--- config.mk ---
export PLATFORM = sky130hd
export DESIGN_NAME = rcd_reset_cause
export DESIGN_NICKNAME = d
export VERILOG_FILES = /design/src/common/rcd_pkg.sv /design/src/logic/rcd_cause_enc.sv /design/src/logic/rcd_reset_cause.sv /design/src/logic/rcd_sync.sv
export SDC_FILE = /design/constraint.sdc
export NUM_CORES = 1
export LEC_CHECK = 0
export BUFFER_PORTS_ARGS = -buffer_cell sky130_fd_sc_hd__buf_2
export CORE_MARGIN = 3
export CORE_UTILIZATION = 45
export CTS_BUF_LIST = sky130_fd_sc_hd__clkbuf_16
export DETAILED_ROUTE_END_ITERATION = 10
export GPL_ROUTABILITY_DRIVEN = 0
export PLACE_DENSITY = 0.81
export SYNTH_ARGS = -nofsm -noshare
export SYNTH_HDL_FRONTEND = slang
export SYNTH_SLANG_ARGS = --single-unit
--- constraint.sdc ---
create_clock -name clock_i -period 4.7 [get_ports clock_i]
set_input_delay 0.235 -clock clock_i [delete_from_list [all_inputs] [get_ports clock_i]]
set_output_delay 0.235 -clock clock_i [all_outputs]
set_load 0.01 [all_outputs]
--- src/common/rcd_pkg.sv ---
// Purpose: constants and types for the reset cause recorder and debug force-reset block
// Assumes: 10 MHz system bus clock, 8-bit register data, 16-bit register addresses
// Notes: register addresses are placed in the high page of the address map
// Function
// - status register is read-only; flags name the source of the latest reset
// - a debug-forced reset clears every status flag
// - any write to the status address restarts the watchdog, contents unchanged
// - power-on sets power-on bit 7 and low-voltage bit 1, clears the rest
// - enabled low-voltage trip resets, setting only the low-voltage flag
// - other resets set pin, watchdog, opcode, address flags from active sources
// - pin flag bit 6 marks a reset from a low external reset pin
// - watchdog flag bit 5 marks watchdog expiry; blocked while watchdog disabled
// - bad-opcode flag bit 4 marks an illegal or unimplemented opcode reset
// - stop while stop disabled, halt-to-debug while debug disabled, are illegal
// - bad-address flag bit 3 marks access to an unimplemented address
// - program writes to the force-reset register are ignored
// - force-reset register always reads zero
// - debug host writes one to bit 0 of force-reset; device then resets
// - device samples mode-select pin after forced reset: high user, low debug
package rcd_pkg;
  localparam int ADDR_W = 16;
  localparam int DATA_W = 8;
  localparam logic [15:0] STATUS_ADDR = 16'h1800;
  localparam logic [15:0] FORCE_ADDR = 16'h1801;
  localparam int POR_BIT = 7;
  localparam int PIN_BIT = 6;
  localparam int WDOG_BIT = 5;
  localparam int OPC_BIT = 4;
  localparam int ADR_BIT = 3;
  localparam int LVD_BIT = 1;
  localparam int FORCE_BIT = 0;
  localparam logic [7:0] POR_VAL = 8'h82;
  localparam logic [7:0] LVR_VAL = 8'h02;
  localparam logic [7:0] STATUS_MASK = 8'hfa;
  localparam logic [7:0] ZERO_BYTE = 8'h00;
  localparam int CLK_PERIOD_NS = 100;
  localparam int RESET_HOLD_NS = 6400;
  localparam int RESET_HOLD_CYC = (RESET_HOLD_NS + CLK_PERIOD_NS - 1) / CLK_PERIOD_NS;
  localparam int HOLD_W = $clog2(RESET_HOLD_CYC + 1);
  localparam logic [HOLD_W-1:0] HOLD_LAST = HOLD_W'(RESET_HOLD_CYC - 1);
  localparam int SYNC_W = 2;
  typedef enum logic [1:0] {
    RCD_ST_HOLD,
    RCD_ST_SAMPLE,
    RCD_ST_RUN
  } rcd_state_e;
endpackage : rcd_pkg

--- src/logic/rcd_cause_enc.sv ---
// Purpose: qualify reset sources and encode the status flags captured at reset entry
// Assumes: all inputs are on the bus clock
// Notes: force beats low-voltage, which beats the remaining sources
`timescale 1ns/1ps
module rcd_cause_enc
  import rcd_pkg::*;
(
  input wire logic force_i,
  input wire logic lvd_trip_i,
  input wire logic low_voltage_reset_enable_i,
  input wire logic pin_low_i,
  input wire logic watchdog_timeout_i,
  input wire logic watchdog_enable_i,
  input wire logic bad_opcode_i,
  input wire logic stop_exec_i,
  input wire logic stop_enable_i,
  input wire logic halt_exec_i,
  input wire logic debug_mode_enable_i,
  input wire logic bad_address_i,
  output logic [7:0] flags_o,
  output logic req_o
);
  logic low_voltage_reset;
  logic wdog;
  logic opc;
  logic [7:0] other;

  always_comb begin
    low_voltage_reset = lvd_trip_i && low_voltage_reset_enable_i;
    wdog = watchdog_timeout_i && watchdog_enable_i;
    opc = bad_opcode_i || (stop_exec_i && !stop_enable_i) || (halt_exec_i && !debug_mode_enable_i);
    other = ZERO_BYTE;
    other[PIN_BIT] = pin_low_i;
    other[WDOG_BIT] = wdog;
    other[OPC_BIT] = opc;
    other[ADR_BIT] = bad_address_i;
    req_o = force_i || low_voltage_reset || (other != ZERO_BYTE);
    if (force_i) begin
      flags_o = ZERO_BYTE;
    end else if (low_voltage_reset) begin
      flags_o = LVR_VAL;
    end else begin
      flags_o = other;
    end
  end
endmodule : rcd_cause_enc

--- src/logic/rcd_reset_cause.sv ---
// Purpose: reset cause status register, debug force-reset control and reset sequencing
// Assumes: program accesses arrive on the bus port, debug-host serial commands arrive
//   already decoded on the debug port, both on the bus clock
// Notes: reset requests are taken only while running; a held source retriggers one running
//   cycle after the hold, so a long pin-low drops reset for one cycle between holds
`timescale 1ns/1ps
module rcd_reset_cause
  import rcd_pkg::*;
(
  input wire logic clock_i,
  input wire logic rst_n_i,
  input wire logic bus_rd_i,
  input wire logic bus_wr_i,
  input wire logic [ADDR_W-1:0] bus_addr_i,
  input wire logic [DATA_W-1:0] bus_wdata_i,
  output logic [DATA_W-1:0] bus_rdata_o,
  input wire logic dbg_rd_i,
  input wire logic dbg_wr_i,
  input wire logic [ADDR_W-1:0] dbg_addr_i,
  input wire logic [DATA_W-1:0] dbg_wdata_i,
  output logic [DATA_W-1:0] dbg_rdata_o,
  input wire logic lvd_trip_i,
  input wire logic low_voltage_reset_enable_i,
  input wire logic reset_pin_n_i,
  input wire logic watchdog_timeout_i,
  input wire logic watchdog_enable_i,
  input wire logic bad_opcode_i,
  input wire logic stop_exec_i,
  input wire logic stop_enable_i,
  input wire logic halt_exec_i,
  input wire logic debug_mode_enable_i,
  input wire logic bad_address_i,
  input wire logic debug_mode_select_pin_i,
  output logic sys_reset_o,
  output logic watchdog_restart_o,
  output logic background_debug_mode_o,
  output logic [DATA_W-1:0] reset_cause_status_o
);
  // pin inputs after synchronisation
  logic [1:0] pins_sync;
  logic pin_low;
  logic mode_pin;

  // decoded accesses
  logic bus_wr_status;
  logic dbg_wr_status;
  logic bus_wr_force;
  logic dbg_force;

  // cause encoder
  logic [7:0] cause_flags;
  logic cause_req;
  logic take_req;

  // sequencer and register state
  rcd_state_e state_q;
  rcd_state_e state_d;
  logic [HOLD_W-1:0] hold_cnt_q;
  logic [HOLD_W-1:0] hold_cnt_d;
  logic [7:0] status_q;
  logic [7:0] status_d;
  logic sys_reset_q;
  logic sys_reset_d;
  logic bdm_q;
  logic bdm_d;
  logic wdog_restart_q;
  logic wdog_restart_d;
  logic [DATA_W-1:0] bus_rdata_q;
  logic [DATA_W-1:0] bus_rdata_d;
  logic [DATA_W-1:0] dbg_rdata_q;
  logic [DATA_W-1:0] dbg_rdata_d;

  // reset pin idles high and mode pin defaults high (user mode)
  rcd_sync #(
    .WIDTH(2),
    .INIT(2'h3)
  ) u_pin_sync (
    .clock_i(clock_i),
    .rst_n_i(rst_n_i),
    .async_i({debug_mode_select_pin_i, reset_pin_n_i}),
    .sync_o(pins_sync)
  );

  assign pin_low = !pins_sync[0];
  assign mode_pin = pins_sync[1];

  assign bus_wr_status = bus_wr_i && (bus_addr_i == STATUS_ADDR);
  assign dbg_wr_status = dbg_wr_i && (dbg_addr_i == STATUS_ADDR);
  // program writes to the force register are decoded for the assertions only and drive nothing else
  assign bus_wr_force = bus_wr_i && (bus_addr_i == FORCE_ADDR);
  assign dbg_force = dbg_wr_i && (dbg_addr_i == FORCE_ADDR) && dbg_wdata_i[FORCE_BIT];

  rcd_cause_enc u_cause (
    .force_i(dbg_force),
    .lvd_trip_i(lvd_trip_i),
    .low_voltage_reset_enable_i(low_voltage_reset_enable_i),
    .pin_low_i(pin_low),
    .watchdog_timeout_i(watchdog_timeout_i),
    .watchdog_enable_i(watchdog_enable_i),
    .bad_opcode_i(bad_opcode_i),
    .stop_exec_i(stop_exec_i),
    .stop_enable_i(stop_enable_i),
    .halt_exec_i(halt_exec_i),
    .debug_mode_enable_i(debug_mode_enable_i),
    .bad_address_i(bad_address_i),
    .flags_o(cause_flags),
    .req_o(cause_req)
  );

  assign take_req = (state_q == RCD_ST_RUN) && cause_req;

  // sequencer: capture cause at entry, hold reset, then sample the mode pin
  always_comb begin
    state_d = state_q;
    hold_cnt_d = hold_cnt_q;
    status_d = status_q;
    sys_reset_d = sys_reset_q;
    bdm_d = bdm_q;
    case (state_q)
      RCD_ST_RUN: begin
        if (cause_req) begin
          // written only here; bus writes never reach the flags
          status_d = cause_flags & STATUS_MASK;
          state_d = RCD_ST_HOLD;
          hold_cnt_d = '0;
          sys_reset_d = 1'b1;
        end
      end
      RCD_ST_HOLD: begin
        sys_reset_d = 1'b1;
        if (hold_cnt_q == HOLD_LAST) begin
          state_d = RCD_ST_SAMPLE;
        end else begin
          hold_cnt_d = hold_cnt_q + 1'b1;
        end
      end
      RCD_ST_SAMPLE: begin
        // low selects background debug mode, high selects user mode
        bdm_d = !mode_pin;
        sys_reset_d = 1'b0;
        state_d = RCD_ST_RUN;
      end
      default: begin
        state_d = RCD_ST_HOLD;
        hold_cnt_d = '0;
        sys_reset_d = 1'b1;
      end
    endcase
  end

  always_ff @(posedge clock_i) begin
    if (!rst_n_i) begin
      // rst_n_i is the power-on reset of this block
      state_q <= RCD_ST_HOLD;
      hold_cnt_q <= '0;
      status_q <= POR_VAL;
      sys_reset_q <= 1'b1;
      bdm_q <= 1'b0;
    end else begin
      state_q <= state_d;
      hold_cnt_q <= hold_cnt_d;
      status_q <= status_d;
      sys_reset_q <= sys_reset_d;
      bdm_q <= bdm_d;
    end
  end

  // register reads and the watchdog restart side effect
  always_comb begin
    // any value, from either port; data is deliberately discarded
    wdog_restart_d = bus_wr_status || dbg_wr_status;
    bus_rdata_d = ZERO_BYTE;
    dbg_rdata_d = ZERO_BYTE;
    // force register and unmapped addresses read as zero
    if (bus_rd_i && (bus_addr_i == STATUS_ADDR)) begin
      bus_rdata_d = status_q & STATUS_MASK;
    end
    if (dbg_rd_i && (dbg_addr_i == STATUS_ADDR)) begin
      dbg_rdata_d = status_q & STATUS_MASK;
    end
  end

  always_ff @(posedge clock_i) begin
    if (!rst_n_i) begin
      wdog_restart_q <= 1'b0;
      bus_rdata_q <= ZERO_BYTE;
      dbg_rdata_q <= ZERO_BYTE;
    end else begin
      wdog_restart_q <= wdog_restart_d;
      bus_rdata_q <= bus_rdata_d;
      dbg_rdata_q <= dbg_rdata_d;
    end
  end

  assign bus_rdata_o = bus_rdata_q;
  assign dbg_rdata_o = dbg_rdata_q;
  assign sys_reset_o = sys_reset_q;
  assign watchdog_restart_o = wdog_restart_q;
  assign background_debug_mode_o = bdm_q;
  assign reset_cause_status_o = status_q;
endmodule : rcd_reset_cause

--- src/logic/rcd_sync.sv ---
// Purpose: two-flop synchroniser for pin inputs
// Assumes: single clock, synchronous active-low reset
// Notes: reset value is a parameter so idle-high pins do not glitch at release
`timescale 1ns/1ps
module rcd_sync
  import rcd_pkg::*;
#(
  parameter int WIDTH = SYNC_W,
  parameter logic [WIDTH-1:0] INIT = '0
) (
  input wire logic clock_i,
  input wire logic rst_n_i,
  input wire logic [WIDTH-1:0] async_i,
  output logic [WIDTH-1:0] sync_o
);
  logic [WIDTH-1:0] meta_q;
  logic [WIDTH-1:0] stab_q;

  // first stage feeds only the second stage
  for (genvar b = 0; b < WIDTH; b++) begin : g_bit
    always_ff @(posedge clock_i) begin
      if (!rst_n_i) begin
        meta_q[b] <= INIT[b];
        stab_q[b] <= INIT[b];
      end else begin
        meta_q[b] <= async_i[b];
        stab_q[b] <= meta_q[b];
      end
    end
  end

  assign sync_o = stab_q;
endmodule : rcd_sync

==> insert_results.sql <==
INSERT INTO impl_metrics (metric_group, metric, value, unit) VALUES
('die', 'design.die.area', '4010', 'um2'),
('critical_path', 'regToRegSetupSlack', '3080', 'ps'),
('synthesis', 'synthMostInstantiatedCell', 'sky130_fd_sc_hd__dfxtp_1', ''),
('sta', 'final.min_clock_period', '1622', 'ps'),
('layout', 'post_route_cells_drive_above_1_share', '37.93', '%'),
('grt', 'groute.usage.overall', '16.81', '%'),
('grt', 'initial_antenna_violation_count', '0', ''),
('pwr', 'net-switching-power', '0.1363', 'mW'),
('critical_path', 'cp.arrival', '1810', 'ps'),
('detailed_routing', 'drc', '0', ''),
('synthesis', 'synth-edff-count', '0', ''),
('layout', 'post_layout_nonfiller_instances', '276', ''),
('synthesis', 'ys_seq_area_share', '46.02', '%'),
('die', 'initial_utilization', '47.66', '%'),
('critical_path', 'cp_data_required_time', '4890', 'ps'),
('critical_path', 'timing.critical_path.from', 'hold_cnt_q[0]', ''),
('synthesis', 'synth.avg_cell_area', '9.301', 'um2'),
('layout', 'count_of_filler_cells_inserted_in_the_layout', '278', ''),
('pwr', 'switching_share', '21.19', '%'),
('flow_run', 'maxCapViolCount', '0', ''),
('critical_path', 'regToRegStartpoint', 'hold_cnt_q[0]', ''),
('clock_tree', 'h_tree_level_count', '2', ''),
('critical_path', 'endpoint_kind', 'flop', ''),
('detailed_routing', 'vias_per_cell', '4.938', ''),
('pwr', 'share_comb_of_total_power', '6.5', '%'),
('clock_tree', 'ctsHoldBuffers', '0', ''),
('pwr', 'p_leak', '0.9525', 'nW'),
('synthesis', 'synth.distinct_cells', '43', ''),
('layout', 'register_area', '680.7', 'um2'),
('layout', 'num-nets-final', '298', ''),
('placement', 'dp_hpwl', '2535', 'um'),
('synthesis', 'synth-seq-cells', '34', ''),
('critical_path', 'critPathCapture', 'hold_cnt_q[3]', ''),
('clock_tree', 'clk_root_buffer_cell', 'sky130_fd_sc_hd__clkbuf_16', ''),
('sta', 'relative_slew_slack', '64.00', '%'),
('synthesis', 'netlist_instances', '159', ''),
('layout', 'diodes', '0', ''),
('die', 'ioPinCount', '93', ''),
('layout', 'layout-area-overhead-vs-synth', '34.01', '%'),
('critical_path', 'timing.critical_path.slowest_stage_cell', 'sky130_fd_sc_hd__dfxtp_1', ''),
('sta', 'timing_hold_violations_final', '0', ''),
('detailed_routing', 'drt-initial-drc-count', '35', ''),
('sta', 'upper_clock_frequency_limit', '616.7', 'MHz'),
('pwr', 'p_seq_share', '45.9', '%'),
('run_status', 'status', 'finished, final reports clean', ''),
('clock_tree', 'tritoncts', 'yes', ''),
('clock_tree', 'max-clock-path-buffers', '2', ''),
('synthesis', 'ys_top_cells_by_count', 'sky130_fd_sc_hd__dfxtp_1 (34), sky130_fd_sc_hd__nand2_1 (14), sky130_fd_sc_hd__inv_1 (10)', ''),
('clock_tree', 'postCtsSetupRepairBufs', '0', ''),
('sta', 'setup_tns', '0', 'ps'),
('pwr', 'share_clk_of_total_power', '47.6', '%'),
('critical_path', 'crit_chain', 'ha_1 > nand3b_1 > or3_4 > a21oi_4 > a31oi_4 > o31ai_2', ''),
('sta', 'drv_slew', '0', ''),
('clock_tree', 'cts_buffers', '5', ''),
('synthesis', 'yosys_warnings', '0', ''),
('detailed_routing', 'wirelength', '3218', 'um'),
('detailed_routing', 'route.detailed.wl_per_inst', '11.66', 'um'),
('pwr', 'power_density', '324.4', 'nW/um2'),
('die', 'placement_rows', '20', ''),
('placement', 'placed_cells', '268', ''),
('sta', 'unrepaired_setup_endpoints_after_global_routing', 'false', ''),
('synthesis', 'synthFlopType', 'sky130_fd_sc_hd__dfxtp_1', ''),
('critical_path', 'critical_path.reg2reg.endpoint', 'hold_cnt_q[3]', ''),
('synthesis', 'synthDominantCellAreaShare', '46.02', '%'),
('synthesis', 'synth_top_area_cell', 'sky130_fd_sc_hd__dfxtp_1', ''),
('pwr', 'vdd_drop_max', '0.1587', 'mV'),
('grt', 'grt_pass1_vias', '1259', ''),
('placement', 'io_buffer_count', '71', ''),
('grt', 'largest_net_degree_at_the_start_of_global_routing', '15', ''),
('critical_path', 'critPathKind', 'flop to flop', ''),
('layout', 'multiInputGateArea', '711.9', 'um2');
-- cell type report --
class	count	share of cell area (%)
clock inverter	3	0.8207
sequential	34	34.34
multi-input combinational	109	35.92
tap	44	2.778
inverter	10	1.894
clock buffer	5	6.313
timing repair buffer	71	17.93
-- flip-flops by register name, summed over array words and instances, names as in the netlist --
name	count
u_pin_sync.meta_q	2
bus_rdata_o	6
state_q	2
dbg_rdata_o	6
reset_cause_status_o	6
background_debug_mode_o	1
hold_cnt_q	7
sys_reset_o	1
u_pin_sync.sync_o	2
watchdog_restart_o	1
-- stage by stage --
| stage | setup WS [ps] | power, mW | utilization [%] | area [um2] | hold slack (ps) |
|---|---|---|---|---|---|
| after floorplan | 3194 | 0.3217 | - | 1498 | 308.0 |
| after global placement | 2853 | 0.3415 | 59.31 | 1841 | 389.7 |
| after detailed placement | 2827 | 0.3428 | 59.31 | 1841 | 396.9 |
| after CTS | 3071 | 0.6484 | 63.87 | 1982 | 134.4 |
| after global routing | 2911 | 0.6696 | 63.87 | 1982 | 150.9 |
| final | 3078 | 0.6429 | 63.87 | 1982 | 138.8 |
-- cell families (layout without fill, tap and decap cells) --
group           after synthesis  count (layout)  synth area share, %
compound gates               26              26                14.72
xor+xnor                      3               3                1.777
fa+ha+maj                     1               1               0.8459
buf+inv                      21              89                7.107
flops                        34              34                46.02
mux                           1               1               0.6768
other cells                   1               6               0.2536
simple gates                 72              72                28.59
-- worst min-delay path by stage --
stage | from | slack, ps | depth (start not counted) | to
global route | reset_pin_n_i | 150 | 2 | u_pin_sync.meta_q[0]
global placement | u_pin_sync.meta_q[0] | 390 | 1 | u_pin_sync.sync_o[0]
finish | reset_pin_n_i | 140 | 2 | u_pin_sync.meta_q[0]
detailed placement | u_pin_sync.meta_q[1] | 400 | 1 | u_pin_sync.sync_o[1]
floorplan | rst_n_i | 310 | 1 | u_pin_sync.meta_q[0]
CTS | reset_pin_n_i | 130 | 2 | u_pin_sync.meta_q[0]
-- worst max-delay path, delay by kind of cell (launching register included) --
family	cells	cell delay (ps)
flip-flops	1	380
AO/OA/AOI/OAI	3	450
AND/OR/NAND/NOR	2	480
adder cells (fa/ha/maj)	1	230
-- per-layer routing --
| layer | wire (um) | up-vias | track usage (%) |
|---|---|---|---|
| li1 | - | 697 | - |
| met1 | 1297 | 610 | 18.56 |
| met2 | 1568 | 52 | 29.20 |
| met3 | 309 | 4 | 6.595 |
| met4 | 43 | 0 | 5.660 |
| met5 | 0 | - | 0 |
-- placed cells by master, fill, tap and decap left out, types with 2 or more instances in the layout --
master,Yosys,routed
sky130_fd_sc_hd__buf_2,3,71
sky130_fd_sc_hd__dfxtp_1,34,34
sky130_fd_sc_hd__nand2_1,14,14
sky130_fd_sc_hd__inv_1,10,10
sky130_fd_sc_hd__and3_1,9,9
sky130_fd_sc_hd__nor2_1,9,9
sky130_fd_sc_hd__and2_1,6,6
sky130_fd_sc_hd__conb_1,1,6
sky130_fd_sc_hd__nor4_1,5,5
sky130_fd_sc_hd__a31oi_1,5,5
sky130_fd_sc_hd__nand4_1,5,5
sky130_fd_sc_hd__nand3_1,5,5
sky130_fd_sc_hd__nand2b_1,5,5
sky130_fd_sc_hd__clkbuf_16,0,5
sky130_fd_sc_hd__o21ai_0,4,4
sky130_fd_sc_hd__nand3b_1,3,3
sky130_fd_sc_hd__a21oi_1,3,3
sky130_fd_sc_hd__o31ai_2,3,3
sky130_fd_sc_hd__nor3b_1,2,2
sky130_fd_sc_hd__nor3_1,2,2
sky130_fd_sc_hd__xnor2_1,2,2
-- power by group through the flow --
| stage | Clock, mW | Sequential (mW) | Combinational [mW] |
|---|---|---|---|
| 5_1_grt | 0.328 | 0.295 | 0.0466 |
| 4_1_cts | 0.312 | 0.295 | 0.0417 |
| 6_report | 0.306 | 0.295 | 0.0416 |
| 3_3_place_gp | 0 | 0.301 | 0.0404 |
| 2_1_floorplan | 0 | 0.301 | 0.0210 |
| 3_5_place_dp | 0 | 0.301 | 0.0416 |
No activity file was read; power rests on OpenSTA's default activity.
